===== src/core/eqfcb_pkg.sv =====
/*
  Constants for the equalizer coefficient bank: register offsets, field
  layout, reset values and tap positions.
  Assumes a byte-addressed register port with 16-bit register data.
*/
package eqfcb_pkg;
   // Address and data widths of the register port.
   localparam int ADDR_W = 12;
   localparam int DATA_W = 16;
   // Register offsets as printed; they are not all multiples of four.
   localparam logic [11:0] CHAN_A_TAP8_COEF_OFF = 12'h429;
   localparam logic [11:0] CHAN_B_TAP0_COEF_OFF = 12'h448;
   localparam logic [11:0] CHAN_B_TAP1_COEF_OFF = 12'h44A;
   localparam logic [11:0] CHAN_B_TAP2_COEF_OFF = 12'h44C;
   localparam logic [11:0] CHAN_B_TAP3_COEF_OFF = 12'h44E;
   // Number of registers held here.
   localparam int NUM_REGS = 5;
   localparam int IDX_W = 3;
   // Outer taps carry a 12-bit signed field in the low bits.
   localparam int OUTER_COEF_W = 12;
   localparam int OUTER_COEF_MSB = 11;
   // The centre tap is wider; its bank output is tied to zero and left unused.
   localparam int CENTRE_COEF_W = 18;
   localparam logic [15:0] REG_RESET = 16'h0000;
   localparam logic [15:0] UNMAPPED_READ = 16'h0000;
   // Register slot numbers inside the bank.
   localparam logic [2:0] SLOT_A8 = 3'h0;
   localparam logic [2:0] SLOT_B0 = 3'h1;
   localparam logic [2:0] SLOT_B1 = 3'h2;
   localparam logic [2:0] SLOT_B2 = 3'h3;
   localparam logic [2:0] SLOT_B3 = 3'h4;
   localparam logic [2:0] SLOT_NONE = 3'h7;
endpackage


===== src/core/eqfcb_sync.sv =====
/*
  Two flip-flop reset release synchroniser.
  Assumes arst_n may fall at any time and rises unrelated to clk.
*/
`timescale 1ns/100ps
module eqfcb_sync (
   input wire logic clk,
   input wire logic arst_n,
   output logic rst_n
);
   typedef struct packed {
      logic meta;
      logic rel;
   } eqfcb_sync_t;
   eqfcb_sync_t s_reg;
   eqfcb_sync_t s_next;

   // The first stage feeds only the second one.
   always_comb begin
      s_next.meta = 1'b1;
      s_next.rel = s_reg.meta;
   end

   // Assert at once, release after two edges.
   always_ff @(posedge clk or negedge arst_n) begin
      if (!arst_n) begin
         s_reg <= '0;
      end else begin
         s_reg <= s_next;
      end
   end

   assign rst_n = s_reg.rel;
endmodule


===== src/core/eqfcb_regmem.sv =====
/*
  Small register memory of five 16-bit words with registered read data.
  Assumes one write or read strobe per cycle from the bank decoder.
*/
`timescale 1ns/100ps
module eqfcb_regmem (
   input wire logic clk,
   input wire logic rst_n,
   input wire logic wr_en,
   input wire logic [2:0] wr_slot,
   input wire logic [15:0] wr_data,
   input wire logic [2:0] rd_slot,
   output logic [15:0] rd_data,
   output logic [79:0] all_words
);
   typedef struct packed {
      logic [4:0][15:0] word;
      logic [15:0] rd;
   } eqfcb_mem_t;
   eqfcb_mem_t m_reg;
   eqfcb_mem_t m_next;

   // Every word is stored whole, reserved bits included, so reads echo writes.
   always_comb begin
      m_next = m_reg;
      for (int i = 0; i < eqfcb_pkg::NUM_REGS; i++) begin
         if (wr_en && (wr_slot == 3'(i))) begin
            m_next.word[i] = wr_data;
         end
      end
      m_next.rd = eqfcb_pkg::UNMAPPED_READ;
      for (int i = 0; i < eqfcb_pkg::NUM_REGS; i++) begin
         if (rd_slot == 3'(i)) begin
            m_next.rd = m_reg.word[i];
         end
      end
   end

   always_ff @(posedge clk or negedge rst_n) begin
      if (!rst_n) begin
         m_reg <= '0;
      end else begin
         m_reg <= m_next;
      end
   end

   assign rd_data = m_reg.rd;
   assign all_words = m_reg.word;
endmodule


===== src/core/eqfcb_bank.sv =====
/*
  Coefficient bank for the nine-tap equalizer: channel A tap eight and
  channel B taps zero to three, with the taps fanned out to the filters.
  Assumes a register master that issues one-cycle strobes and takes read
  data in the cycle after a read strobe.
*/
`timescale 1ns/100ps
module eqfcb_bank (
   input wire logic clk,
   input wire logic arst_n,
   input wire logic [11:0] reg_addr,
   input wire logic [15:0] reg_wdata,
   input wire logic reg_wr,
   input wire logic reg_rd,
   output logic [15:0] reg_rdata,
   input wire logic dual_mode,
   output logic signed [11:0] chan_a_tap8,
   output logic signed [11:0] single_tap8,
   output logic signed [11:0] chan_b_tap0,
   output logic signed [11:0] chan_b_tap1,
   output logic signed [11:0] chan_b_tap2,
   output logic signed [11:0] chan_b_tap3,
   output logic signed [17:0] centre_tap_unused
);
   typedef struct packed {
      logic mode_s1;
      logic mode_s2;
      logic [11:0] a8;
      logic [11:0] s8;
      logic [11:0] b0;
      logic [11:0] b1;
      logic [11:0] b2;
      logic [11:0] b3;
      logic [17:0] centre;
   } eqfcb_state_t;

   logic rst_n;
   logic [15:0] mem_rd;
   logic [79:0] words;
   logic [2:0] wr_slot;
   logic [2:0] rd_slot;
   eqfcb_state_t st_reg;
   eqfcb_state_t st_next;

   // Decode a printed offset into a slot; used for both strobes.
   function automatic logic [2:0] slot_of(input logic [11:0] a);
      logic [2:0] s;
      s = eqfcb_pkg::SLOT_NONE;
      unique case (a)
         eqfcb_pkg::CHAN_A_TAP8_COEF_OFF: s = eqfcb_pkg::SLOT_A8;
         eqfcb_pkg::CHAN_B_TAP0_COEF_OFF: s = eqfcb_pkg::SLOT_B0;
         eqfcb_pkg::CHAN_B_TAP1_COEF_OFF: s = eqfcb_pkg::SLOT_B1;
         eqfcb_pkg::CHAN_B_TAP2_COEF_OFF: s = eqfcb_pkg::SLOT_B2;
         eqfcb_pkg::CHAN_B_TAP3_COEF_OFF: s = eqfcb_pkg::SLOT_B3;
         default: s = eqfcb_pkg::SLOT_NONE;
      endcase
      return s;
   endfunction

   // Low field of a stored word, read as a signed coefficient.
   function automatic logic [11:0] coef_of(input logic [15:0] w);
      return w[eqfcb_pkg::OUTER_COEF_MSB:0];
   endfunction

   eqfcb_sync u_sync (
      .clk(clk),
      .arst_n(arst_n),
      .rst_n(rst_n)
   );

   // Unmapped offsets write nothing and read as zero.
   assign wr_slot = reg_wr ? slot_of(reg_addr) : eqfcb_pkg::SLOT_NONE;
   assign rd_slot = reg_rd ? slot_of(reg_addr) : eqfcb_pkg::SLOT_NONE;

   eqfcb_regmem u_mem (
      .clk(clk),
      .rst_n(rst_n),
      .wr_en(reg_wr),
      .wr_slot(wr_slot),
      .wr_data(reg_wdata),
      .rd_slot(rd_slot),
      .rd_data(mem_rd),
      .all_words(words)
   );

   // Tap fan-out; the mode pin is synchronised since it is a static strap.
   always_comb begin
      st_next = st_reg;
      st_next.mode_s1 = dual_mode;
      st_next.mode_s2 = st_reg.mode_s1;
      st_next.a8 = st_reg.mode_s2 ? coef_of(words[15:0]) : '0;
      st_next.s8 = st_reg.mode_s2 ? '0 : coef_of(words[15:0]);
      st_next.b0 = st_reg.mode_s2 ? coef_of(words[31:16]) : '0;
      st_next.b1 = st_reg.mode_s2 ? coef_of(words[47:32]) : '0;
      st_next.b2 = st_reg.mode_s2 ? coef_of(words[63:48]) : '0;
      st_next.b3 = st_reg.mode_s2 ? coef_of(words[79:64]) : '0;
      st_next.centre = '0;
   end

   always_ff @(posedge clk or negedge rst_n) begin
      if (!rst_n) begin
         st_reg <= '0;
      end else begin
         st_reg <= st_next;
      end
   end

   // The read word already leaves a flip-flop inside the memory.
   assign reg_rdata = mem_rd;
   assign chan_a_tap8 = st_reg.a8;
   assign single_tap8 = st_reg.s8;
   assign chan_b_tap0 = st_reg.b0;
   assign chan_b_tap1 = st_reg.b1;
   assign chan_b_tap2 = st_reg.b2;
   assign chan_b_tap3 = st_reg.b3;
   assign centre_tap_unused = st_reg.centre;
endmodule


===== config.mk =====
export PLATFORM = sky130hd
export DESIGN_NAME = eqfcb_bank
export DESIGN_NICKNAME = d
export VERILOG_FILES = /design/src/core/eqfcb_pkg.sv /design/src/core/eqfcb_sync.sv /design/src/core/eqfcb_regmem.sv /design/src/core/eqfcb_bank.sv
export SDC_FILE = /design/constraint.sdc
export NUM_CORES = 1
export LEC_CHECK = 0
export BUFFER_PORTS_ARGS = -buffer_cell sky130_fd_sc_hd__buf_4
export CAP_MARGIN = 30
export CORE_ASPECT_RATIO = 1.1
export CORE_MARGIN = 1.5
export CORE_UTILIZATION = 54
export CTS_CLUSTER_DIAMETER = 200
export DETAILED_ROUTE_END_ITERATION = 16
export PLACE_DENSITY = 0.78
export SYNTH_ARGS = -nofsm -noshare
export SYNTH_HDL_FRONTEND = slang
export SYNTH_HIERARCHICAL = 1
export SYNTH_SLANG_ARGS = --single-unit

===== constraint.sdc =====
create_clock -name clk -period 8.65 [get_ports clk]
set_input_delay 1.2975 -clock clk [delete_from_list [all_inputs] [get_ports clk]]
set_output_delay 1.2975 -clock clk [all_outputs]
set_load 0.005 [all_outputs]

==> tab_implementation.tex, run 1 <==
\begin{tabular}{lr}
\hline
Metric & Value \\
\hline
\multicolumn{2}{l}{\textbf{Status}} \\
Status & finished clean \\
\multicolumn{2}{l}{\textbf{Detailed routing}} \\
Pre-antenna DRT Iters & 4 \\
DR iter-0 viols & 167 \\
Count of nets left with antenna violations after detail routing & 0 \\
DR vias & 3,930 \\
Post-detailed-route via-to-cell ratio & 5.21 \\
Final wirelength & 13.5 mm \\
Wire per inst & 17.9 µm \\
DR DRC count & 0 \\
\multicolumn{2}{l}{\textbf{Layout}} \\
Most common cell after layout, fill and taps aside & sky130\_fd\_sc\_hd\_\_dfrtp\_1 \\
Commonest cells after routing, fill and taps aside & sky130\_fd\_sc\_hd\_\_dfrtp\_1 (170), sky130\_fd\_sc\_hd\_\_buf\_4 (123), sky130\_fd\_sc\_hd\_\_mux2\_2 (96) \\
Number of nets in the layout & 613 \\
Filler cell count & 980 \\
Number of cells in the finished layout apart from fillers & 754 \\
Synthesis-to-finish area growth & 13.7\% \\
Flip-flop count of the largest register after layout & 80 \\
Diodes inserted & 0 \\
Final instance area & 8260 µm² \\
Fraction of final layout cells sized beyond drive strength 1 & 45.0\% \\
\multicolumn{2}{l}{\textbf{Critical path}} \\
Setup crit end & u\_mem/all\_words[75] \\
Worst reg2reg path depth & 2 \\
Slowest stage cell on the critical path & sky130\_fd\_sc\_hd\_\_nor3\_4 \\
Crit start category & input pin \\
Data arrival time of the critical path & 3.71 ns \\
Reg-to-Reg Start & u\_sync/rst\_n \\
Slowest cell delay on critical path & 0.87 ns \\
Reg2reg end & chan\_b\_tap2[10] \\
Bufs and invs on worst path & 1 \\
Maximum fanout encountered on the critical timing path & 16 \\
Series of cell instances along the critical path & buf\_4, nand3b\_1, nor3\_1, o21ai\_0, nor3\_4, mux2\_2 \\
Beginning of the critical path & reg\_addr[6] \\
Data required time at the worst endpoint & 8.95 ns \\
Cell type group with the largest total delay on the critical path & simple AND/OR/NAND/NOR gates \\
Reg2Reg Setup Slack & 6.36 ns \\
Critical path class & in2reg \\
Number of stages on the worst setup path & 6 \\
Sort of element at the end of the critical path & register \\
\multicolumn{2}{l}{\textbf{Timing}} \\
Fmax & 293 MHz \\
Final setup violation count & 0 \\
Final hold violation count & 0 \\
Total negative slack & 0 ns \\
Transition time at the pin with the least slew margin & 0.966 ns \\
RSZ-0062 raised after global routing & false \\
Final max-slew violation count & 0 \\
Clock skew after layout & 0.0200 ns \\
Share of the cycle needed by the critical path after routing & 39.5\% \\
Final setup slack of the worst path & 5.24 ns \\
Slew Limit Headroom & 35.6\% \\
Post-route minimum period & 3.41 ns \\
\multicolumn{2}{l}{\textbf{Place}} \\
Routability congestion estimate from global placement & 0.791 \\
Half-perimeter wire length after placement & 9.03 mm \\
Placed cell areas & 7700 µm² \\
Number of placed instances, taps included & 722 \\
PortBufs & 120 \\
Pre-CTS worst setup slack & 4.82 ns \\
\multicolumn{2}{l}{\textbf{Power}} \\
Fraction of power consumed by combinational cells & 2.3\% \\
Proportion of power drawn by flip-flops and latches & 52.2\% \\
Switching power as a share of total power & 22.5\% \\
Switching component of the power & 350 µW \\
Internal Power & 1210 µW \\
Leak & 0.00442 µW \\
Worst IR Drop VDD & 0.122 mV \\
Clk network pwr share & 45.4\% \\
Power density of the placed cells & 188 nW/µm² \\
\multicolumn{2}{l}{\textbf{Clocking}} \\
CTS max path bufs & 2 \\
Total CTS buffers & 17 \\
Clock-pin slew on the worst setup and hold paths & 0.07 ns \\
Cts hold-fix bufs & 0 \\
Number of setup buffers added after CTS & 0 \\
CTS tree & yes \\
H-tree level count & 4 \\
Clock network latency to the later pin of the worst-skew pair & 0.43 ns \\
Clock tree root driver cell & sky130\_fd\_sc\_hd\_\_clkbuf\_16 \\
Clock tree sinks & 172 \\
CTS-repair resized insts & 0 \\
\multicolumn{2}{l}{\textbf{Logic synthesis}} \\
Main combinational cell family by area after synthesis & multiplexers \\
Avg Inst Size Synth & 13.7 µm² \\
Mux share of post-synthesis cell area & 17.1\% \\
Mapped Cells & 529 \\
Share of synthesized area occupied by flip-flops and latches & 59.2\% \\
Post-synthesis share of cell area spent on and, or, nand and nor gates & 9.40\% \\
Post-synthesis share of cell area spent on full adders, half adders and majority gates & 0\% \\
Yosys reg bits & 172 \\
Fraction of the mapped netlist area in compound gates & 2.82\% \\
Area of the mapped netlist & 7260 µm² \\
Count of distinct cell types in the synthesized netlist & 33 \\
Post-Synth XOR/XNOR Area & 0\% \\
Yosys warning total & 6 \\
\multicolumn{2}{l}{\textbf{Global routing}} \\
Largest net degree at the start of global routing & 74 \\
Overflow left after global routing & 0 \\
Number of antenna violations at the first check in global routing & 0 \\
Number of global-route vias before repair & 4,122 \\
All-Layer GR Usage & 20.3\% \\
Global-route wire length before repair & 21.8 mm \\
\multicolumn{2}{l}{\textbf{Min path}} \\
Tightest Hold Check Type & reg2async \\
\multicolumn{2}{l}{\textbf{Floorplan}} \\
Core area & 13,200 µm² \\
Die boundary height & 125 µm \\
Number of I/O pins & 139 \\
Cell Rows & 44 \\
Die Wd & 114 µm \\
Total die area & 14,200 µm² \\
Initial cell density of the core & 55.2\% \\
\multicolumn{2}{l}{\textbf{Run}} \\
Maximum Capacitance Violations & 0 \\
\hline
\end{tabular}
layer usage:
metal	GRT usage, %	wire length, µm	up-vias
li1	-	-	1776
met1	26.9	5880	2014
met2	31.9	6720	116
met3	5.50	639	24
met4	8.31	282	0
met5	0	0	-
worst min path at each step:
stage,to,cells after the start,slack [ns]
5_1_grt,chan_b_tap1[4],0,0.31
3_3_place_gp,chan_b_tap1[2],0,0.26
6_report,chan_b_tap1[4],0,0.26
3_5_place_dp,chan_b_tap1[4],0,0.28
4_1_cts,u_mem/all_words[34],0,0.28
2_1_floorplan,st_reg[90],0,0.33
layout make-up:
cell class	count	area (µm²)	area share (%)
Timing Repair Buffer	127	976	11.8
Tap cell	161	201	2.44
Sequential cell	172	4310	52.2
Clock inverter	13	109	1.32
Multi-Input combinational cell	262	2210	26.8
Clock buffer	19	453	5.48
Yosys cell counts, drive strengths merged:
cell type,count,area (µm²)
nand4b,1,15.0
and3,2,12.5
or3b,1,11.3
nand2,3,11.3
o211ai,1,7.51
clkbuf,9,35.0
mux2i,16,160
and4bb,2,25.0
nor4b,2,32.5
a21oi,1,5.00
nor3,2,15.0
a211oi,1,12.5
nor3b,2,20.0
nand3b,1,7.51
buf,103,788
nor2b,12,75.1
and2,61,382
o21ai,6,30.0
nor4bb,1,10.0
nand2b,1,6.26
a221o,15,150
dfrtp,172,4300
conb,2,7.51
nor2,16,60.1
mux2,96,1080
metrics by stage:
stage,hold WS (ns),util (%),total power [µW]
after floorplan,0.331,-,848
after global placement,0.258,58.1,864
after detailed placement,0.275,58.5,866
after CTS,0.281,62.8,1570
after global routing,0.312,62.8,1610
final,0.262,62.8,1560
cell families after synthesis:
family,count (synthesis)
buf+inv,112
mux,112
compound gates,24
flops,172
simple gates,107
other cells,2
power groups by stage:
| stage | clock network [µW] | registers (µW) | logic, µW |
|---|---|---|---|
| 2_1_floorplan | 0 | 833 | 14.4 |
| 3_3_place_gp | 0 | 828 | 35.5 |
| 3_5_place_dp | 0 | 829 | 37.2 |
| 4_1_cts | 723 | 814 | 37.2 |
| 5_1_grt | 754 | 814 | 41.3 |
| 6_report | 708 | 813 | 36.3 |
(Power assumes the default switching activity.)
==> inputs of run 2 (changes only) <==
--- a/config.mk
+++ b/config.mk
@@ -5,6 +5,7 @@
 export SDC_FILE = /design/constraint.sdc
 export NUM_CORES = 1
 export LEC_CHECK = 0
+export ABC_AREA = 1
 export BUFFER_PORTS_ARGS = -buffer_cell sky130_fd_sc_hd__buf_4
 export CAP_MARGIN = 30
 export CORE_ASPECT_RATIO = 1.1
==> constraint.sdc (replaced) <==
create_clock -name clk -period 3.5 [get_ports clk]
set_input_delay 0.525 -clock clk [delete_from_list [all_inputs] [get_ports clk]]
set_output_delay 0.525 -clock clk [all_outputs]
set_load 0.005 [all_outputs]
==> tab_implementation.tex, run 2 <==
\begin{tabular}{lr}
\hline
Metric & Value \\
\hline
\multicolumn{2}{l}{\textbf{Critical path}} \\
Sort of element at the end of the critical path & register \\
Slowest cell delay on critical path & 0.50 ns \\
Critical path class & in2reg \\
Crit start category & input pin \\
Series of cell instances along the critical path & buf\_4, nor2\_2, nand3\_1, nor2\_2, nor2\_2, nand3\_2, nand3\_1, inv\_2, nand3\_2, nor2\_1, nor2\_1, nand3\_1 \\
Slowest stage cell on the critical path & sky130\_fd\_sc\_hd\_\_inv\_2 \\
Data required time at the worst endpoint & 3.85 ns \\
Data arrival time of the critical path & 2.77 ns \\
Maximum fanout encountered on the critical timing path & 34 \\
\multicolumn{2}{l}{\textbf{Logic synthesis}} \\
Post-synthesis share of cell area spent on full adders, half adders and majority gates & 0\% \\
Count of distinct cell types in the synthesized netlist & 19 \\
Yosys reg bits & 172 \\
Mapped Cells & 826 \\
Most used standard cell by instance count after synthesis & sky130\_fd\_sc\_hd\_\_nand2\_1 \\
Dominant synthesized flop cell & sky130\_fd\_sc\_hd\_\_dfrtp\_1 \\
Main combinational cell family by area after synthesis & simple AND/OR/NAND/NOR gates \\
Share of synthesized flip-flops with an asynchronous set or reset & 100\% \\
Share of synthesized area occupied by flip-flops and latches & 58.2\% \\
Share of the synthesized area in the top cell type & 58.2\% \\
Avg Inst Size Synth & 8.95 µm² \\
Top post-synthesis cells by count & sky130\_fd\_sc\_hd\_\_nand2\_1 (199), sky130\_fd\_sc\_hd\_\_dfrtp\_1 (172), sky130\_fd\_sc\_hd\_\_inv\_1 (118), sky130\_fd\_sc\_hd\_\_buf\_4 (92), sky130\_fd\_sc\_hd\_\_o21ai\_0 (80) \\
Mux share of post-synthesis cell area & 0\% \\
Yosys warning total & 6 \\
Post-Synth XOR/XNOR Area & 0\% \\
Area of the mapped netlist & 7390 µm² \\
Number of flops mapped to enable cells by yosys & 0 \\
Largest area contributor in the netlist & sky130\_fd\_sc\_hd\_\_dfrtp\_1 \\
Synth top area cells & sky130\_fd\_sc\_hd\_\_dfrtp\_1 (58\%), sky130\_fd\_sc\_hd\_\_nand2\_1 (10\%), sky130\_fd\_sc\_hd\_\_buf\_4 (9.3\%), sky130\_fd\_sc\_hd\_\_inv\_1 (6.0\%), sky130\_fd\_sc\_hd\_\_o21ai\_0 (5.4\%) \\
Fraction of the mapped netlist area in compound gates & 5.49\% \\
Post-synthesis share of cell area spent on and, or, nand and nor gates & 18.9\% \\
\multicolumn{2}{l}{\textbf{Layout}} \\
Fraction of final layout cells sized beyond drive strength 1 & 20.4\% \\
Final standard cell utilization of the core & 63.7\% \\
Diodes inserted & 0 \\
Synthesis-to-finish area growth & 14.4\% \\
Final instance area & 8450 µm² \\
Commonest cells after routing, fill and taps aside & sky130\_fd\_sc\_hd\_\_nand2\_1 (199), sky130\_fd\_sc\_hd\_\_dfrtp\_1 (170), sky130\_fd\_sc\_hd\_\_buf\_4 (127) \\
Number of cells in the finished layout apart from fillers & 1,066 \\
Filler cell count & 1,122 \\
Flip-flop count of the largest register after layout & 80 \\
Most common cell after layout, fill and taps aside & sky130\_fd\_sc\_hd\_\_nand2\_1 \\
Number of nets in the layout & 902 \\
\multicolumn{2}{l}{\textbf{Place}} \\
Placed cell areas & 7860 µm² \\
PortBufs & 120 \\
Routability congestion estimate from global placement & 0.812 \\
Half-perimeter wire length after placement & 10.1 mm \\
Number of placed instances, taps included & 1,033 \\
\multicolumn{2}{l}{\textbf{Power}} \\
Power density of the placed cells & 470 nW/µm² \\
Worst IR Drop VDD & 0.349 mV \\
Leak & 0.00478 µW \\
\multicolumn{2}{l}{\textbf{Floorplan}} \\
Die boundary height & 126 µm \\
Number of I/O pins & 139 \\
Core area & 13,300 µm² \\
Die Wd & 115 µm \\
Total die area & 14,400 µm² \\
Initial cell density of the core & 55.7\% \\
Cell Rows & 44 \\
\multicolumn{2}{l}{\textbf{Timing}} \\
Final setup violation count & 0 \\
Final max-slew violation count & 0 \\
Fmax & 414 MHz \\
Transition time at the pin with the least slew margin & 0.957 ns \\
Total negative slack & 0 ns \\
Post-Route Hold Slack & 0.208 ns \\
Post-route minimum period & 2.42 ns \\
Share of the cycle needed by the critical path after routing & 69.0\% \\
RSZ-0062 raised after global routing & false \\
Final hold violation count & 0 \\
Slew Limit Headroom & 36.1\% \\
Clock skew after layout & 0.00670 ns \\
\multicolumn{2}{l}{\textbf{Clocking}} \\
Clock-pin slew on the worst setup and hold paths & 0.07 ns \\
H-tree level count & 4 \\
Total CTS buffers & 17 \\
CTS tree & yes \\
CTS max path bufs & 2 \\
Clock tree sinks & 172 \\
Clock tree root driver cell & sky130\_fd\_sc\_hd\_\_clkbuf\_16 \\
Clock network latency to the later pin of the worst-skew pair & 0.42 ns \\
\multicolumn{2}{l}{\textbf{Global routing}} \\
Number of antenna violations at the first check in global routing & 0 \\
Global-route wire length before repair & 24.5 mm \\
Overflow left after global routing & 0 \\
Number of global-route vias before repair & 4,895 \\
All-Layer GR Usage & 22.2\% \\
Largest net degree at the start of global routing & 76 \\
\multicolumn{2}{l}{\textbf{Min path}} \\
Tightest Hold Check Type & in2reg \\
\multicolumn{2}{l}{\textbf{Detailed routing}} \\
Pre-antenna DRT Iters & 5 \\
Post-detailed-route via-to-cell ratio & 4.89 \\
Count of nets left with antenna violations after detail routing & 0 \\
DR DRC count & 0 \\
DR iter-0 viols & 593 \\
DR vias & 5,215 \\
Wire per inst & 14.2 µm \\
Final wirelength & 15.1 mm \\
\multicolumn{2}{l}{\textbf{Run}} \\
Maximum Capacitance Violations & 0 \\
\multicolumn{2}{l}{\textbf{Status}} \\
Status & finished clean \\
\hline
\end{tabular}
[run 2: cell count changes in the layout (fill, tap and decap cells not counted), sizes merged, moves of 16 or more]
cell	before	now
and2	61	0
inv	5	127
mux2	96	0
mux2i	16	0
nand2	3	199
nand3	0	44
nand4	0	17
nor2	16	62
o21ai	6	80
[run 2: worst max-delay path: cells and delay by family]
kind                   cells  cell delay [ns]
AND/OR/NAND/NOR           10             1.62
buffers and inverters      2             0.62
[run 2: area by class of cell]
type | instances | area [µm²] | share of cell area (%)
Clock buffer | 17 | 425 | 5.03
Clock inverter | 15 | 164 | 1.94
Inverter | 122 | 458 | 5.42
Multi-Input combinational cell | 426 | 1870 | 22.2
Sequential cell | 172 | 4310 | 51.0
Tap cell | 184 | 230 | 2.72
Timing Repair Buffer | 130 | 995 | 11.8
[run 2: where the power goes]
part | total, µW | internal, µW | switching, µW
sequential | 2020 | 1990 | 22.2
combinational | 101 | 35.3 | 66.0
clock | 1860 | 1060 | 798
[run 2: per-stage QoR]
stage                     setup WS (ns)  power, µW
after global routing              0.844       4100
after CTS                          1.11       4000
after global placement            0.795       2150
after floorplan                   0.657       2110
after detailed placement          0.695       2160
final                              1.08       3980
[run 2: final timing paths]
path | slack (ns) | end | depth (start not counted) | from
max in group asynchronous | 2.10 | u_mem/all_words[59] | 1 | u_sync/rst_n
min reg2reg | 0.35 | u_sync/rst_n | 0 | u_sync/s_next[0]
max reg2reg | 2.07 | chan_b_tap2[0] | 3 | st_reg[90]
min | 0.21 | st_next[90] | 1 | dual_mode
min in group asynchronous | 0.42 | u_sync/rst_n | 2 | arst_n
max | 1.08 | u_mem/rd_data[5] | 12 | reg_addr[8]
[run 2: repair_timing]
action,CTS,global route
hold endpoints to repair,2,0
setup buffers,0,0
resized for setup,0,0
hold buffers,1,0
[run 2: kinds of logic after synthesis]
family                 after synthesis
AOI/OAI and AO/OA                   81
buffers and inverters              245
DFF                                172
other                                2
and+or+nand+nor                    326
[run 2: layer usage]
metal	up-vias	GRT usage, %	part of all wire, %
met5	-	0	0
met4	0	8.60	1.9
met3	28	5.29	7.6
met2	242	34.8	48
met1	2450	30.2	43
li1	2495	-	-
==> inputs of run 3 (changes only) <==
==> constraint.sdc (replaced) <==
create_clock -name clk -period 2.4 [get_ports clk]
set_input_delay 0.36 -clock clk [delete_from_list [all_inputs] [get_ports clk]]
set_output_delay 0.36 -clock clk [all_outputs]
set_load 0.005 [all_outputs]
==> tab_implementation.tex, run 3 (synthesis gave the netlist of run 2 again) <==
\begin{tabular}{lr}
\hline
Metric & Value \\
\hline
\multicolumn{2}{l}{\textbf{Timing}} \\
Fmax & 555 MHz \\
Final hold violation count & 0 \\
Final max-slew violation count & 0 \\
Total negative slack & 0 ns \\
Post-route minimum period & 1.80 ns \\
Final setup violation count & 0 \\
Share of the cycle needed by the critical path after routing & 75.0\% \\
Clock skew after layout & 0.00657 ns \\
RSZ-0062 raised after global routing & false \\
Slew Limit Headroom & 53.1\% \\
Post-Route Hold Slack & 0.0489 ns \\
Transition time at the pin with the least slew margin & 0.701 ns \\
\multicolumn{2}{l}{\textbf{Layout}} \\
Commonest cells after routing, fill and taps aside & sky130\_fd\_sc\_hd\_\_nand2\_1 (199), sky130\_fd\_sc\_hd\_\_dfrtp\_1 (170), sky130\_fd\_sc\_hd\_\_buf\_4 (132) \\
Filler cell count & 1,094 \\
Flip-flop count of the largest register after layout & 80 \\
Fraction of final layout cells sized beyond drive strength 1 & 20.9\% \\
Most common cell after layout, fill and taps aside & sky130\_fd\_sc\_hd\_\_nand2\_1 \\
Diodes inserted & 0 \\
Synthesis-to-finish area growth & 15.8\% \\
Number of nets in the layout & 911 \\
\multicolumn{2}{l}{\textbf{Critical path}} \\
Cell with the most instances on the worst path & sky130\_fd\_sc\_hd\_\_nor2\_2 \\
Data required time at the worst endpoint & 2.75 ns \\
Reg2reg end & single\_tap8[0] \\
Setup crit end & u\_mem/rd\_data[6] \\
Maximum fanout encountered on the critical timing path & 16 \\
Critical path class & in2reg \\
Sort of element at the end of the critical path & register \\
Beginning of the critical path & reg\_addr[4] \\
Reg-to-Reg Start & st\_reg[90] \\
Worst reg2reg path depth & 2 \\
Crit start category & input pin \\
Slowest cell delay on critical path & 0.64 ns \\
Reg2Reg Setup Slack & 1.07 ns \\
Data arrival time of the critical path & 2.15 ns \\
Series of cell instances along the critical path & buf\_4, nor2\_2, nand3\_2, nor2\_2, nor2\_2, nand3\_2, nand3\_1, nor3\_4, nand2\_1, nand3\_1 \\
Slowest stage cell on the critical path & sky130\_fd\_sc\_hd\_\_nor3\_4 \\
\multicolumn{2}{l}{\textbf{Detailed routing}} \\
DR iter-0 viols & 442 \\
Wire per inst & 14.1 µm \\
Pre-antenna DRT Iters & 5 \\
Met2 layer wire length in the routed design & 7.22 mm \\
Met3 WL & 1.02 mm \\
DR DRC count & 0 \\
Count of nets left with antenna violations after detail routing & 0 \\
Met1 WL & 6.62 mm \\
Top layer reached by signal wires & met4 \\
Post-detailed-route via-to-cell ratio & 4.87 \\
DR vias & 5,239 \\
Final wirelength & 15.2 mm \\
\multicolumn{2}{l}{\textbf{Min path}} \\
Tightest Hold Check Type & in2reg \\
\multicolumn{2}{l}{\textbf{Place}} \\
Routability congestion estimate from global placement & 0.892 \\
PortBufs & 120 \\
Half-perimeter wire length after placement & 10.4 mm \\
\multicolumn{2}{l}{\textbf{Power}} \\
Leak & 0.00483 µW \\
Fraction of power consumed by combinational cells & 3.0\% \\
Worst IR Drop VDD & 0.401 mV \\
Switching power as a share of total power & 21.2\% \\
Proportion of power drawn by flip-flops and latches & 51.6\% \\
Internal Power & 4480 µW \\
Switching component of the power & 1200 µW \\
Overall Power & 5690 µW \\
Power density of the placed cells & 665 nW/µm² \\
Clk network pwr share & 45.4\% \\
\multicolumn{2}{l}{\textbf{Global routing}} \\
Overflow left after global routing & 0 \\
Number of antenna violations at the first check in global routing & 0 \\
All-Layer GR Usage & 22.1\% \\
Global-route wire length before repair & 24.5 mm \\
Number of global-route vias before repair & 4,859 \\
Largest net degree at the start of global routing & 43 \\
\multicolumn{2}{l}{\textbf{Floorplan}} \\
Total die area & 14,400 µm² \\
Initial cell density of the core & 55.7\% \\
Die boundary height & 126 µm \\
Die Wd & 115 µm \\
Core area & 13,300 µm² \\
Cell Rows & 44 \\
Number of I/O pins & 139 \\
\multicolumn{2}{l}{\textbf{Clocking}} \\
Clock tree root driver cell & sky130\_fd\_sc\_hd\_\_clkbuf\_16 \\
Number of setup buffers added after CTS & 0 \\
CTS-repair resized insts & 0 \\
CTS tree & yes \\
Total CTS buffers & 17 \\
Clock network latency to the later pin of the worst-skew pair & 0.42 ns \\
Clock-pin slew on the worst setup and hold paths & 0.06 ns \\
Clock tree sinks & 172 \\
H-tree level count & 4 \\
CTS max path bufs & 2 \\
\multicolumn{2}{l}{\textbf{Run}} \\
Maximum Capacitance Violations & 0 \\
\multicolumn{2}{l}{\textbf{Status}} \\
Status & finished clean \\
\hline
\end{tabular}
==> run 3: worst max-delay path, delay by kind of cell <==
kind / cells / cell delay [ns]
buf+inv: 1 / 0.12
simple gates: 9 / 1.65
==> run 3: power by group through the flow <==
stage	clock network, µW	registers, µW	logic (µW)
floorplan	0	3000	76.9
global placement	0	2990	168
detailed placement	0	2990	171
CTS	2620	2930	173
global route	2750	2940	193
finish	2580	2930	169
==> run 3: metrics by stage <==
stage / std cells / utilization, % / setup WS, ns / area [µm²]
after floorplan: 843 / - / 0.572 / 7460
after global placement: 1042 / 60.2 / 0.304 / 7980
after detailed placement: 1042 / 60.2 / 0.231 / 7980
after CTS: 1075 / 64.5 / 0.603 / 8560
after global routing: 1075 / 64.5 / 0.438 / 8560
final: 1075 / 64.5 / 0.599 / 8560
==> run 3: cell type report <==
type / count / area (µm²) / area share, %
clock inverter: 9 / 87.6 / 1.02
multi-input combinational: 426 / 1870 / 21.9
inverter: 122 / 458 / 5.35
timing repair buffer: 139 / 1120 / 13.1
clock buffer: 23 / 478 / 5.59
sequential: 172 / 4310 / 50.4
tap: 184 / 230 / 2.69
==> run 3: worst min-delay path by stage <==
stage               startpoint                to  slack, ns  cells after the start
floorplan               arst_n  u_sync/s_next[0]       0.06                      0
global placement        arst_n  u_sync/s_next[0]       0.14                      1
detailed placement      arst_n      u_sync/rst_n       0.14                      1
CTS                  dual_mode       st_next[90]       0.04                      1
global route         dual_mode       st_next[90]       0.04                      1
finish               dual_mode       st_next[90]       0.05                      1
==> run 3: metal layers <==
layer / GRT usage, % / up-vias
li1: - / 2516
met1: 30.2 / 2476
met2: 34.1 / 219
met3: 5.15 / 28
met4: 9.41 / 0
met5: 0 / -
==> run 3: repair_timing <==
item	CTS	global route
hold buffers	1	0
endpoints found under the hold margin	2	0
setup endpoints to repair	0	0
